==> config.mk <==
export PLATFORM = sky130hd
export DESIGN_NAME = bpp_top
export DESIGN_NICKNAME = d
export VERILOG_FILES = /design/src/bpp_sync.v /design/src/bpp_top.v
export VERILOG_INCLUDE_DIRS = /design/src
export SDC_FILE = /design/constraint.sdc
export NUM_CORES = 1
export LEC_CHECK = 0
export ABC_AREA = 1
export BUFFER_PORTS_ARGS = -buffer_cell sky130_fd_sc_hd__buf_4
export CORE_ASPECT_RATIO = 0.5
export CORE_MARGIN = 10
export CORE_UTILIZATION = 36
export DETAILED_ROUTE_END_ITERATION = 8
export HOLD_SLACK_MARGIN = 0.03
export PLACE_DENSITY_LB_ADDON = 0.1
export SYNTH_ARGS = -nofsm -noshare
export SYNTH_HDL_FRONTEND = slang
export SYNTH_SLANG_ARGS = --single-unit
==> constraint.sdc <==
create_clock -name REF_CLK_I -period 2.5 [get_ports REF_CLK_I]
set_input_delay 0.25 -clock REF_CLK_I [delete_from_list [all_inputs] [get_ports REF_CLK_I]]
set_output_delay 0.25 -clock REF_CLK_I [all_outputs]
set_load 0.01 [all_outputs]
==> src/bpp_map.vh <==
// Register map, field positions and reset values of the port block.
// Assumes an 8-bit register bus with a 4-bit word index as address.
`ifndef BPP_MAP_VH
`define BPP_MAP_VH

// Register indices
`define BPP_ADDR_W          4
`define BPP_IDX_B_LEVELS    4'h0
`define BPP_IDX_B_LATCH     4'h1
`define BPP_IDX_B_DIR       4'h2
`define BPP_IDX_C_LEVELS    4'h3
`define BPP_IDX_C_LATCH     4'h4
`define BPP_IDX_C_DIR       4'h5
`define BPP_IDX_INT_MAIN    4'h6
`define BPP_IDX_INT_EDGES   4'h7
`define BPP_IDX_INT_PINS    4'h8
`define BPP_IDX_ANALOG_CFG  4'h9

// Field positions
`define BPP_BIT_CHANGE_FLAG 0
`define BPP_BIT_CHANGE_EN   3
`define BPP_BIT_PULLUP_DIS  7
`define BPP_BIT_ANALOG_SEL3 3
`define BPP_PIN_ANALOG      4
`define BPP_PIN_LVP         5
`define BPP_PIN_PROG_CLK    6
`define BPP_PIN_PROG_LINE   7
`define BPP_CHG_LO          4
`define BPP_CHG_HI          7

// Implemented-bit masks; other bits read as zero
`define BPP_MASK_INT_MAIN   8'hFF
`define BPP_MASK_INT_EDGES  8'hF5
`define BPP_MASK_INT_PINS   8'hDB
`define BPP_MASK_ANALOG     8'h3F

// Reset values
`define BPP_RST_ZERO        8'h00
`define BPP_RST_DIR         8'hFF
`define BPP_RST_INT_EDGES   8'hF5
`define BPP_RST_ANALOG      8'h00

`endif

==> src/bpp_sync.v <==
// Two-stage synchroniser for a bus of independent pin levels.
// Assumes each bit is a slow level; no bus coherence is promised.
`timescale 1ns/1ps

module bpp_sync #(
	parameter WIDTH = 8
) (
	input  wire             clk_i,
	input  wire             reset_n_i,
	input  wire [WIDTH-1:0] async_i,
	output wire [WIDTH-1:0] sync_o
);

	reg [WIDTH-1:0] meta_q;
	reg [WIDTH-1:0] sync_q;

	// First stage feeds only the second stage
	always @(posedge clk_i or negedge reset_n_i)
	begin
		if (!reset_n_i)
		begin
			meta_q <= {WIDTH{1'b0}};
			sync_q <= {WIDTH{1'b0}};
		end
		else
		begin
			meta_q <= async_i;
			sync_q <= meta_q;
		end
	end

	assign sync_o = sync_q;

endmodule // bpp_sync

==> src/bpp_top.v <==
// Two 8-bit bidirectional ports with direction, latch and level registers.
// Assumes pins and peripheral requests arrive synchronous-ish to REF_CLK_I;
// pin levels are resynchronised anyway before any logic looks at them.
//
// What this block does
// - Direction bit one turns the pin driver off; the pin is an input.
// - Direction bit zero drives the pin from its output latch bit.
// - Latch register is addressable and reads back the latch, not the pin.
// - First-port pull-ups act only on digital input pins.
// - Pin four starts analog after reset and then reads as zero.
// - Low-voltage programming entry on pin five turns its driver off.
// - In programming mode pin seven drives the serial programming line while PROG_LINE_DRIVE_I is set, else it is an input.
// - In programming mode pin six is the serial programming clock input.
// - After reset all second-port pins are inputs, direction bits set.
// - An enabled peripheral overrides a pin's effective direction.
// - Direction register reads return stored bits despite overrides.
// - Upper input pins differing from the snapshot of the last level-register read or write set the change flag.
// - Reading the level register refreshes the snapshot; flag stays set.
// - Clearing the active-low pull-up bit enables the pull-ups of first-port digital input pins.
// - Pull-ups are off on output pins and disabled by every reset.
`timescale 1ns/1ps
`include "bpp_map.vh"

module bpp_top #(
	parameter WIDTH = 8
) (
	input  wire                  REF_CLK_I,
	input  wire                  RESET_N_I,
	// Register port
	input  wire [`BPP_ADDR_W-1:0] REG_ADDR_I,
	input  wire [WIDTH-1:0]      REG_WDATA_I,
	input  wire                  REG_WR_I,
	input  wire                  REG_RD_I,
	output wire [WIDTH-1:0]      REG_RDATA_O,
	// First port pins
	input  wire [WIDTH-1:0]      PB_PIN_I,
	output wire [WIDTH-1:0]      PB_PIN_O,
	output wire [WIDTH-1:0]      PB_PIN_OE_N_O,
	output wire [WIDTH-1:0]      PB_PULLUP_O,
	// First port peripheral takeover
	input  wire [WIDTH-1:0]      PB_PERIPH_EN_I,
	input  wire [WIDTH-1:0]      PB_PERIPH_DIR_I,
	input  wire [WIDTH-1:0]      PB_PERIPH_OUT_I,
	output wire [WIDTH-1:0]      PB_LEVEL_O,
	// Second port pins
	input  wire [WIDTH-1:0]      PC_PIN_I,
	output wire [WIDTH-1:0]      PC_PIN_O,
	output wire [WIDTH-1:0]      PC_PIN_OE_N_O,
	// Second port peripheral takeover
	input  wire [WIDTH-1:0]      PC_PERIPH_EN_I,
	input  wire [WIDTH-1:0]      PC_PERIPH_DIR_I,
	input  wire [WIDTH-1:0]      PC_PERIPH_OUT_I,
	output wire [WIDTH-1:0]      PC_LEVEL_O,
	// Programming functions
	input  wire                  LVP_ENTRY_EN_I,
	input  wire                  PROG_MODE_I,
	input  wire                  PROG_LINE_OUT_I,
	input  wire                  PROG_LINE_DRIVE_I,
	output wire                  PROG_CLOCK_O,
	output wire                  PROG_LINE_IN_O,
	output wire                  LVP_ENTRY_O,
	// Change detection and analog select
	output wire                  CHANGE_FLAG_O,
	output wire                  ANALOG_NINE_SEL_O
);

	// Effective driven value: peripheral wins where enabled
	function [WIDTH-1:0] bpp_out_val;
		input [WIDTH-1:0] latch;
		input [WIDTH-1:0] p_en;
		input [WIDTH-1:0] p_out;
		begin
			bpp_out_val = (p_en & p_out) | (~p_en & latch);
		end
	endfunction

	// Effective direction, one meaning input
	function [WIDTH-1:0] bpp_dir_eff;
		input [WIDTH-1:0] dir;
		input [WIDTH-1:0] p_en;
		input [WIDTH-1:0] p_dir;
		begin
			bpp_dir_eff = (p_en & p_dir) | (~p_en & dir);
		end
	endfunction

	// Register storage
	reg  [WIDTH-1:0] b_latch_q;
	reg  [WIDTH-1:0] b_dir_q;
	reg  [WIDTH-1:0] c_latch_q;
	reg  [WIDTH-1:0] c_dir_q;
	reg  [WIDTH-1:0] int_main_q;
	reg  [WIDTH-1:0] int_edges_q;
	reg  [WIDTH-1:0] int_pins_q;
	reg  [WIDTH-1:0] analog_cfg_q;
	reg  [WIDTH-1:0] snap_q;
	reg  [WIDTH-1:0] rdata_q;

	// Registered pin-facing outputs
	reg  [WIDTH-1:0] b_pin_q;
	reg  [WIDTH-1:0] b_oe_n_q;
	reg  [WIDTH-1:0] b_pullup_q;
	reg  [WIDTH-1:0] b_level_q;
	reg  [WIDTH-1:0] c_pin_q;
	reg  [WIDTH-1:0] c_oe_n_q;
	reg  [WIDTH-1:0] c_level_q;
	reg              prog_clk_q;
	reg              prog_line_q;
	reg              lvp_entry_q;
	reg              analog_sel_q;

	// Combinational helpers
	wire [WIDTH-1:0] b_sync;
	wire [WIDTH-1:0] c_sync;
	reg  [WIDTH-1:0] b_levels_d;
	reg  [WIDTH-1:0] b_pin_d;
	reg  [WIDTH-1:0] b_oe_n_d;
	reg  [WIDTH-1:0] b_pullup_d;
	reg  [WIDTH-1:0] rdata_d;
	wire [WIDTH-1:0] b_dir_e;
	wire [WIDTH-1:0] c_dir_e;
	wire             analog_nine;
	wire             wr_b_lvl;
	wire             rd_b_lvl;
	wire             mismatch;
	wire             flag_clr;

	// Pin levels resynchronised before any use
	bpp_sync #(
		.WIDTH(WIDTH)
	) u_sync_b (
		.clk_i    (REF_CLK_I),
		.reset_n_i(RESET_N_I),
		.async_i  (PB_PIN_I),
		.sync_o   (b_sync)
	);

	bpp_sync #(
		.WIDTH(WIDTH)
	) u_sync_c (
		.clk_i    (REF_CLK_I),
		.reset_n_i(RESET_N_I),
		.async_i  (PC_PIN_I),
		.sync_o   (c_sync)
	);

	// Analog select bit clear keeps pin four on the converter
	assign analog_nine = ~analog_cfg_q[`BPP_BIT_ANALOG_SEL3];
	assign b_dir_e     = bpp_dir_eff(b_dir_q, PB_PERIPH_EN_I, PB_PERIPH_DIR_I);
	assign c_dir_e     = bpp_dir_eff(c_dir_q, PC_PERIPH_EN_I, PC_PERIPH_DIR_I);
	assign wr_b_lvl    = REG_WR_I && (REG_ADDR_I == `BPP_IDX_B_LEVELS);
	assign rd_b_lvl    = REG_RD_I && (REG_ADDR_I == `BPP_IDX_B_LEVELS);

	// First-port levels as software sees them; analog pin reads low
	always @*
	begin
		b_levels_d = b_sync;
		if (analog_nine)
			b_levels_d[`BPP_PIN_ANALOG] = 1'b0;
	end

	// Mismatch only on upper pins that are effective inputs
	assign mismatch = |((b_levels_d[`BPP_CHG_HI:`BPP_CHG_LO]
		^ snap_q[`BPP_CHG_HI:`BPP_CHG_LO])
		& b_dir_e[`BPP_CHG_HI:`BPP_CHG_LO]);

	assign flag_clr = REG_WR_I && (REG_ADDR_I == `BPP_IDX_INT_MAIN)
		&& !REG_WDATA_I[`BPP_BIT_CHANGE_FLAG];

	// First-port driver, enable and pull-up decisions
	always @*
	begin
		b_pin_d    = bpp_out_val(b_latch_q, PB_PERIPH_EN_I, PB_PERIPH_OUT_I);
		b_oe_n_d   = b_dir_e;
		b_pullup_d = b_dir_e & {WIDTH{~int_edges_q[`BPP_BIT_PULLUP_DIS]}};
		if (analog_nine)
			b_pullup_d[`BPP_PIN_ANALOG] = 1'b0;
		// Entry function takes the pin away from the digital driver
		if (LVP_ENTRY_EN_I)
			b_oe_n_d[`BPP_PIN_LVP] = 1'b1;
		if (PROG_MODE_I)
		begin
			b_oe_n_d[`BPP_PIN_PROG_CLK]    = 1'b1;
			b_pullup_d[`BPP_PIN_PROG_CLK]  = 1'b0;
			b_oe_n_d[`BPP_PIN_PROG_LINE]   = ~PROG_LINE_DRIVE_I;
			b_pin_d[`BPP_PIN_PROG_LINE]    = PROG_LINE_OUT_I;
			b_pullup_d[`BPP_PIN_PROG_LINE] = 1'b0;
		end
		if (LVP_ENTRY_EN_I)
			b_pullup_d[`BPP_PIN_LVP] = 1'b0;
	end

	// Read multiplexer; unmapped indices read zero
	always @*
	begin
		case (REG_ADDR_I)
		`BPP_IDX_B_LEVELS:   rdata_d = b_levels_d;
		`BPP_IDX_B_LATCH:    rdata_d = b_latch_q;
		`BPP_IDX_B_DIR:      rdata_d = b_dir_q;
		`BPP_IDX_C_LEVELS:   rdata_d = c_sync;
		`BPP_IDX_C_LATCH:    rdata_d = c_latch_q;
		`BPP_IDX_C_DIR:      rdata_d = c_dir_q;
		`BPP_IDX_INT_MAIN:   rdata_d = int_main_q;
		`BPP_IDX_INT_EDGES:  rdata_d = int_edges_q;
		`BPP_IDX_INT_PINS:   rdata_d = int_pins_q;
		`BPP_IDX_ANALOG_CFG: rdata_d = analog_cfg_q;
		default:             rdata_d = `BPP_RST_ZERO;
		endcase
	end

	// Software-written registers
	always @(posedge REF_CLK_I or negedge RESET_N_I)
	begin
		if (!RESET_N_I)
		begin
			b_latch_q    <= `BPP_RST_ZERO;
			b_dir_q      <= `BPP_RST_DIR;
			c_latch_q    <= `BPP_RST_ZERO;
			c_dir_q      <= `BPP_RST_DIR;
			int_edges_q  <= `BPP_RST_INT_EDGES;
			int_pins_q   <= `BPP_RST_ZERO;
			analog_cfg_q <= `BPP_RST_ANALOG;
		end
		else if (REG_WR_I)
		begin
			case (REG_ADDR_I)
			// Level register writes land in the latch, as on a port write
			`BPP_IDX_B_LEVELS:   b_latch_q <= REG_WDATA_I;
			`BPP_IDX_B_LATCH:    b_latch_q <= REG_WDATA_I;
			`BPP_IDX_B_DIR:      b_dir_q   <= REG_WDATA_I;
			`BPP_IDX_C_LEVELS:   c_latch_q <= REG_WDATA_I;
			`BPP_IDX_C_LATCH:    c_latch_q <= REG_WDATA_I;
			`BPP_IDX_C_DIR:      c_dir_q   <= REG_WDATA_I;
			`BPP_IDX_INT_EDGES:
				int_edges_q  <= REG_WDATA_I & `BPP_MASK_INT_EDGES;
			`BPP_IDX_INT_PINS:
				int_pins_q   <= REG_WDATA_I & `BPP_MASK_INT_PINS;
			`BPP_IDX_ANALOG_CFG:
				analog_cfg_q <= REG_WDATA_I & `BPP_MASK_ANALOG;
			default:
				b_dir_q <= b_dir_q;
			endcase
		end
	end

	// Main control register; hardware set of the change flag beats clear
	always @(posedge REF_CLK_I or negedge RESET_N_I)
	begin
		if (!RESET_N_I)
			int_main_q <= `BPP_RST_ZERO;
		else
		begin
			if (REG_WR_I && (REG_ADDR_I == `BPP_IDX_INT_MAIN))
				int_main_q <= REG_WDATA_I & `BPP_MASK_INT_MAIN;
			// Flag may only be cleared, never set, by software alone
			if (mismatch)
				int_main_q[`BPP_BIT_CHANGE_FLAG] <= 1'b1;
			else if (flag_clr)
				int_main_q[`BPP_BIT_CHANGE_FLAG] <= 1'b0;
			else
				int_main_q[`BPP_BIT_CHANGE_FLAG] <=
					int_main_q[`BPP_BIT_CHANGE_FLAG];
		end
	end

	// Snapshot refreshed by any access of the level register
	always @(posedge REF_CLK_I or negedge RESET_N_I)
	begin
		if (!RESET_N_I)
			snap_q <= `BPP_RST_ZERO;
		else if (rd_b_lvl || wr_b_lvl)
			snap_q <= b_levels_d;
	end

	// Read data stands only in the cycle after the strobe
	always @(posedge REF_CLK_I or negedge RESET_N_I)
	begin
		if (!RESET_N_I)
			rdata_q <= `BPP_RST_ZERO;
		else if (REG_RD_I)
			rdata_q <= rdata_d;
		else
			rdata_q <= `BPP_RST_ZERO;
	end

	// Pin drivers registered; drivers off during reset
	always @(posedge REF_CLK_I or negedge RESET_N_I)
	begin
		if (!RESET_N_I)
		begin
			b_pin_q      <= `BPP_RST_ZERO;
			b_oe_n_q     <= `BPP_RST_DIR;
			b_pullup_q   <= `BPP_RST_ZERO;
			b_level_q    <= `BPP_RST_ZERO;
			c_pin_q      <= `BPP_RST_ZERO;
			c_oe_n_q     <= `BPP_RST_DIR;
			c_level_q    <= `BPP_RST_ZERO;
			prog_clk_q   <= 1'b0;
			prog_line_q  <= 1'b0;
			lvp_entry_q  <= 1'b0;
			analog_sel_q <= 1'b1;
		end
		else
		begin
			b_pin_q      <= b_pin_d;
			b_oe_n_q     <= b_oe_n_d;
			b_pullup_q   <= b_pullup_d;
			b_level_q    <= b_sync;
			c_pin_q      <= bpp_out_val(c_latch_q, PC_PERIPH_EN_I,
				PC_PERIPH_OUT_I);
			c_oe_n_q     <= c_dir_e;
			c_level_q    <= c_sync;
			prog_clk_q   <= PROG_MODE_I & b_sync[`BPP_PIN_PROG_CLK];
			prog_line_q  <= PROG_MODE_I & b_sync[`BPP_PIN_PROG_LINE];
			lvp_entry_q  <= LVP_ENTRY_EN_I & b_sync[`BPP_PIN_LVP];
			analog_sel_q <= analog_nine;
		end
	end

	// Outputs straight from flip-flops
	assign REG_RDATA_O       = rdata_q;
	assign PB_PIN_O          = b_pin_q;
	assign PB_PIN_OE_N_O     = b_oe_n_q;
	assign PB_PULLUP_O       = b_pullup_q;
	assign PB_LEVEL_O        = b_level_q;
	assign PC_PIN_O          = c_pin_q;
	assign PC_PIN_OE_N_O     = c_oe_n_q;
	assign PC_LEVEL_O        = c_level_q;
	assign PROG_CLOCK_O      = prog_clk_q;
	assign PROG_LINE_IN_O    = prog_line_q;
	assign LVP_ENTRY_O       = lvp_entry_q;
	assign CHANGE_FLAG_O     = int_main_q[`BPP_BIT_CHANGE_FLAG];
	assign ANALOG_NINE_SEL_O = analog_sel_q;

endmodule // bpp_top

## Word-level counts from Yosys, hierarchy flattened

Index checks and enable logic that the tools add are counted.

- Word-level logic and storage cells: 87
- Register bits after elaboration: 166
- Output and inout port bits: 69
- Input bits: 84

- Equal/unequal tests: 9
- Reduce and logical (&&, ||, !) cells: 18
- Bitwise logic cells: 23
- Multiplexer cells: 11

Operator list:

| kind | number |
|---|---|
| one-hot mux 8 bit (10 select lines) | 1 |
| bitwise AND 8 bit | 9 |
| bitwise OR 8 bit | 4 |
| == test 4 x 3 -> 1 bit, second input constant | 4 |
| NOT 8 bit | 2 |
| AND reduction 2 bit | 7 |
| == test 4 x 2 -> 1 bit, second input constant | 2 |
| == test 4 bit, second input constant | 2 |
| 2-to-1 mux 8 bit | 1 |
| 2-to-1 mux 1 bit | 7 |
| bitwise AND 4 bit | 1 |
| == test 4 x 1 -> 1 bit, second input constant | 1 |
| logical AND 1 bit | 4 |
| zero test 4 bit | 1 |
| 2-to-1 mux 2 bit | 2 |
| OR reduction 2 bit | 2 |
| OR reduction 4 bit | 1 |
| bitwise XOR 4 bit | 1 |
| bitwise AND 1 bit | 3 |
| NOT 1 bit | 3 |
| nonzero test 2 bit | 1 |
| zero test 1 bit | 1 |
| logical OR 1 bit | 1 |

## Depth between registers and ports, before layout

- Depth after elaboration: 6
- Gate-level depth with buffers: 9

## Modules after synthesis

A second synthesis with hierarchy kept.

- Cells, all modules: 613
- Area total of the unflattened synthesis: 6158.4 µm²

By module, submodules not included:

| module | times used | cells each | sequential area each (µm²) | area an instance (µm²) |
|---|---|---|---|---|
| bpp_top | 1 | 581 | 3301.9 | 5357.6 |
| bpp_sync | 2 | 16 | 400.4 | 400.4 |

## Worst setup path before layout

OpenSTA, ideal clock, no wires.

- Path kind: reg2reg
- Start: register int_edges_q[7]
- End: register rdata_q[7], in the netlist REG_RDATA_O[7]
- Stages on the path, launching flop included: 8
- Period minus slack after synthesis: 1121 ps
- Arrival time: 1058 ps
- Setup slack: 1379 ps
- Setup time: 63 ps
- Cells stage by stage: dfstp_2 -> clkbuf_1 -> nand2_1 -> nand2_1 -> nor2_1 -> nand3_1 -> nand2_1 -> inv_1

- Word-level cells in the longest chain between the ends: 2

RTL lines:

| what | RTL line | RTL |
|---|---|---|
| from (decl) | bpp_top.v:93 | `reg [WIDTH-1:0] int_edges_q;` |
| from (signal assigned) | bpp_top.v:220 | `` int_edges_q <= `BPP_RST_INT_EDGES; `` |
| from (signal assigned) | bpp_top.v:235 | `` int_edges_q <= REG_WDATA_I & `BPP_MASK_INT_EDGES; `` |
| one-hot mux 8 bit (10 select lines) | bpp_top.v:196 | `case (REG_ADDR_I)` |
| 2-to-1 mux 8 bit | bpp_top.v:280 | `else if (REG_RD_I)` |
| to (signal assigned) | bpp_top.v:279 | `` rdata_q <= `BPP_RST_ZERO; `` |
| to (signal assigned) | bpp_top.v:281 | `rdata_q <= rdata_d;` |
| to (signal assigned) | bpp_top.v:283 | `` rdata_q <= `BPP_RST_ZERO; `` |
| to (decl) | bpp_top.v:97 | `reg [WIDTH-1:0] rdata_q;` |

No other way between the ends.
A chain may end at the register's enable or synchronous reset.

## Worst setup path in the final report

- Start: register c_dir_q[1]
- End: register c_oe_n_q[1], in the netlist PC_PIN_OE_N_O[1]

- Word-level cells in the longest chain between the ends: 2

RTL lines:

| what | RTL line | RTL |
|---|---|---|
| from (decl) | bpp_top.v:91 | `reg [WIDTH-1:0] c_dir_q;` |
| from (signal assigned) | bpp_top.v:219 | `` c_dir_q <= `BPP_RST_DIR; `` |
| bitwise AND 8 bit | bpp_top.v:83 | `bpp_dir_eff = (p_en & p_dir) \| (~p_en & dir);` |
| bitwise OR 8 bit | bpp_top.v:83 |  |
| via c_dir_e[1] | bpp_top.v:121 | `wire [WIDTH-1:0] c_dir_e;` |
| to (signal assigned) | bpp_top.v:296 | `` c_oe_n_q <= `BPP_RST_DIR; `` |
| to (signal assigned) | bpp_top.v:311 | `c_oe_n_q <= c_dir_e;` |
| to (decl) | bpp_top.v:105 | `reg [WIDTH-1:0] c_oe_n_q;` |

The timed path passes the listed nets, and every way through them passes these cells.

==> metrics.md <==
| Metric | Value |
|---|---|
| CTS tree | `built` |
| # DRC | `0` |
| Core Region | `16600 um2` |
| CTS HTree Levels | `4` |
| Post-CTS resize count | `0` |
| Layout cell share with drive strength beyond 1 | `32.92%` |
| FF+latch count, synth | `162` |
| CTS buffer count | `17` |
| R2R Path End | `PC_PIN_OE_N_O[1]` |
| Status | `finished, final reports clean` |
| Number of global-route vias before repair | `4850` |
| Synth Net Count | `688` |
| Reg clk slew, reported paths | `0.07 ns` |
| Final setup viols | `0` |
| Reg2reg setup slack | `1.14 ns` |
| Mapped Avg Cell Area | `10.24 um2` |
| Drt first pass iters | `6` |
| Setup_tns | `0 ns` |
| Crit path required time | `2.86 ns` |
| Comb power frac | `13.4%` |
| Clock Skew | `0.007331 ns` |
| Async S/R FF share, synth | `100.0%` |
| Pins Over Slew Limit | `0` |
| Synth unique cells | `26` |
| Tcrit/Tclk final | `54.40%` |
| Int Pwr | `0.005062 W` |
| Via density per instance | `4.659` |
| Final #Nets | `876` |
| 1st-iter DRT viols | `298` |
| Deepest clock path buffer count | `2` |
| Max-cap violations | `0` |
| CP Max Fanout | `2` |
| RSZ-0062 raised after global routing | `false` |
| Final wirelength | `18230 um` |
| Rel. slew slack | `47.04%` |
| Fmax | `735.3 MHz` |
| Gr usage total | `16.01%` |
| Worst Hold End | `PC_PIN_OE_N_O[7]` |
| Seq pwr share | `47.5%` |
| Clk pwr share | `39.1%` |
| Final antenna-violating net count | `0` |
| Crit Path Class | `reg -> reg` |
| R2R cell count | `3` |
| Arrival time at the worst endpoint | `1.72 ns` |
| Worst Hold Depth | `3` |
| Worst-Margin Slew | `0.7920 ns` |
| # rows | `33` |
| EDFF count, synth | `0` |
| Hold crit path type | `in -> reg` |
| Vias | `4808` |
| Total power | `0.006885 W` |
| Final hold viol count | `0` |
| Static Leak | `4.227 nW` |
| Die X | `205.4 um` |
| Top_reg_cell synth | `dfrtp_1` |
| # fillers | `1553` |
| RD Place Congestion | `0.8897` |
| Starting Density | `37.27%` |
| First-pass GRT wire length | `28330 um` |
| Fin crit period | `1.360 ns` |
| Hold_buf cts | `27` |
| CP Launch Type | `flip-flop` |
| Pwr dens | `812.2 nW/um2` |
| DPL Wire Length | `13470 um` |
| Worst-Skew Late Latency | `0.43 ns` |
| Ant diodes | `0` |
| Grt total ovfl | `0` |
| Die ar. | `23140 um2` |
| NetSw | `0.001824 W` |
| VDD IR-drop max | `0.0005175 V` |
| Post-CTS Setup Bufs | `0` |
| Io pins | `153` |
| Die H | `112.7 um` |
| Clock root buffer | `clkbuf_16` |
| Largest net degree at the start of global routing | `65` |
| Sequential share of the synthesized area | `66.32%` |
| Num Clock Sinks | `162` |
| Endpoint class of the critical path | `flip-flop` |
| WL/cell | `17.67 um` |
| Ys Warns | `0` |
| Hold Startpoint | `PC_PERIPH_DIR_I[7]` |
| IO buf count | `152` |
| Mapped Area | `6186 um2` |
| R2R Path Start | `c_dir_q[1]` |
| Area growth, synth to finish | `37.03%` |
| Initial antenna violation count | `0` |
| Gate count of the mapped netlist | `604` |
| Net Sw Frac | `26.49%` |
## worst max-delay path by stage
| stage | cells past startpoint | slack, ns | endpoint | startpoint |
|---|---|---|---|---|
| 2_1_floorplan | 7 | 1.38 | REG_RDATA_O[7] | int_edges_q[7] |
| 6_report | 3 | 1.14 | PC_PIN_OE_N_O[1] | c_dir_q[1] |
| 4_1_cts | 3 | 1.14 | PC_PIN_OE_N_O[1] | c_dir_q[1] |
| 3_5_place_dp | 7 | 0.80 | snap_q[5] | REG_ADDR_I[0] |
| 5_1_grt | 6 | 1.05 | int_main_q[0] | b_dir_q[7] |
| 3_3_place_gp | 7 | 0.81 | snap_q[7] | REG_ADDR_I[0] |
## layout by cell type, fill, tap and decap left out, types with 2 or more instances in the layout
cell / instances
dlygate4sd3_1: 27
buf_4: 161
dfstp_2: 39
clkinv_4: 2
o21ai_0: 63
nand2_1: 148
clkinvlp_4: 2
nor2_1: 29
inv_2: 2
xor2_1: 2
nor2_2: 3
inv_1: 54
dfrtp_1: 123
clkbuf_16: 17
mux2_2: 18
clkbuf_8: 3
nand3_2: 2
a21oi_1: 6
or2_2: 4
bufinv_16: 2
nand4_1: 2
nand3_1: 67
o21ai_1: 15
inv_6: 4
## power groups by stage
stage / clock network [W] / logic [W] / registers [W]
2_1_floorplan: 0 / 0.000379 / 0.00328
3_3_place_gp: 0 / 0.000884 / 0.00332
3_5_place_dp: 0 / 0.000904 / 0.00331
4_1_cts: 0.00276 / 0.000942 / 0.00327
5_1_grt: 0.00288 / 0.00105 / 0.00331
6_report: 0.00269 / 0.000922 / 0.00327
## layer usage
| metal | GRT usage [%] | vias to the layer above | wire (um) |
|---|---|---|---|
| met5 | 0 | - | 0 |
| met4 | 3.797 | 0 | 117 |
| met3 | 4.841 | 9 | 1500 |
| met2 | 22.73 | 173 | 7854 |
| met1 | 23.26 | 2308 | 8760 |
| li1 | - | 2318 | - |
## worst max-delay path, cell delays in order (launching register included)
cell and delay, ns:
dfstp_2 0.53, inv_1 0.07, o21ai_0 0.13, dlygate4sd3_1 0.57
## flip-flops by register name (all words and copies together), names as in the netlist, 8 cells and up
name and cells:
PC_LEVEL_O 8, c_dir_q 8, u_sync_b.meta_q 8, int_main_q 8
u_sync_c.meta_q 8, b_dir_q 8, PC_PIN_O 8, PB_PIN_O 8
PB_LEVEL_O 8, b_latch_q 8, u_sync_c.sync_o 8, u_sync_b.sync_o 8
c_latch_q 8, REG_RDATA_O 8, PC_PIN_OE_N_O 8, PB_PULLUP_O 8
PB_PIN_OE_N_O 8
## per-stage QoR
stage          area [um2]  hold slack (ns)  setup slack [ns]  instances  util (%)
2_1_floorplan        6186         -0.04559             1.379        604         -
3_3_place_gp         7596           0.2773            0.8142        973     45.76
3_5_place_dp         7596           0.2801            0.8000        973     45.76
4_1_cts              8477          0.03345             1.139       1032     51.07
5_1_grt              8477          0.03090             1.048       1032     51.07
6_report             8477          0.04989             1.140       1032     51.07
## cell type report
type                       count  area, um2  area share, %
clock buffer                  20      466.7          5.506
clock inverter                12      143.9          1.697
inverter                      57      214.0          2.524
multi-input combinational    364       1755          20.71
sequential                   162       4103          48.40
tap                          227      284.0          3.351
timing repair buffer         190       1510          17.82
## kinds of logic (layout without fill, tap and decap cells)
family	after synthesis	in the layout	synth area share [%]
AOI/OAI and AO/OA	84	84	6.796
xor gates and xnor gates	3	3	0.4248
buffers and inverters	78	279	5.299
DFF	162	162	66.32
muxes	18	18	3.277
and+or+nand+nor	259	259	17.88
## synth_stat cells, types with 2 or more instances
| library cell | number | area share [%] |
|---|---|---|
| nand3_1 | 67 | 5.4 |
| xor2_1 | 2 | 0.28 |
| inv_2 | 2 | 0.12 |
| nand3_2 | 2 | 0.32 |
| buf_2 | 10 | 0.81 |
| o21ai_1 | 15 | 1.2 |
| dfrtp_1 | 123 | 50 |
| buf_4 | 4 | 0.49 |
| nand2_1 | 148 | 9.0 |
| dfstp_2 | 39 | 17 |
| or2_2 | 4 | 0.40 |
| inv_1 | 54 | 3.3 |
| o21ai_0 | 63 | 5.1 |
| a21oi_1 | 6 | 0.49 |
| mux2_2 | 18 | 3.3 |
| nand4_1 | 2 | 0.20 |
| clkbuf_1 | 6 | 0.36 |
| nor2_1 | 29 | 1.8 |
| nor2_2 | 3 | 0.30 |
(Power assumes the default switching activity.)
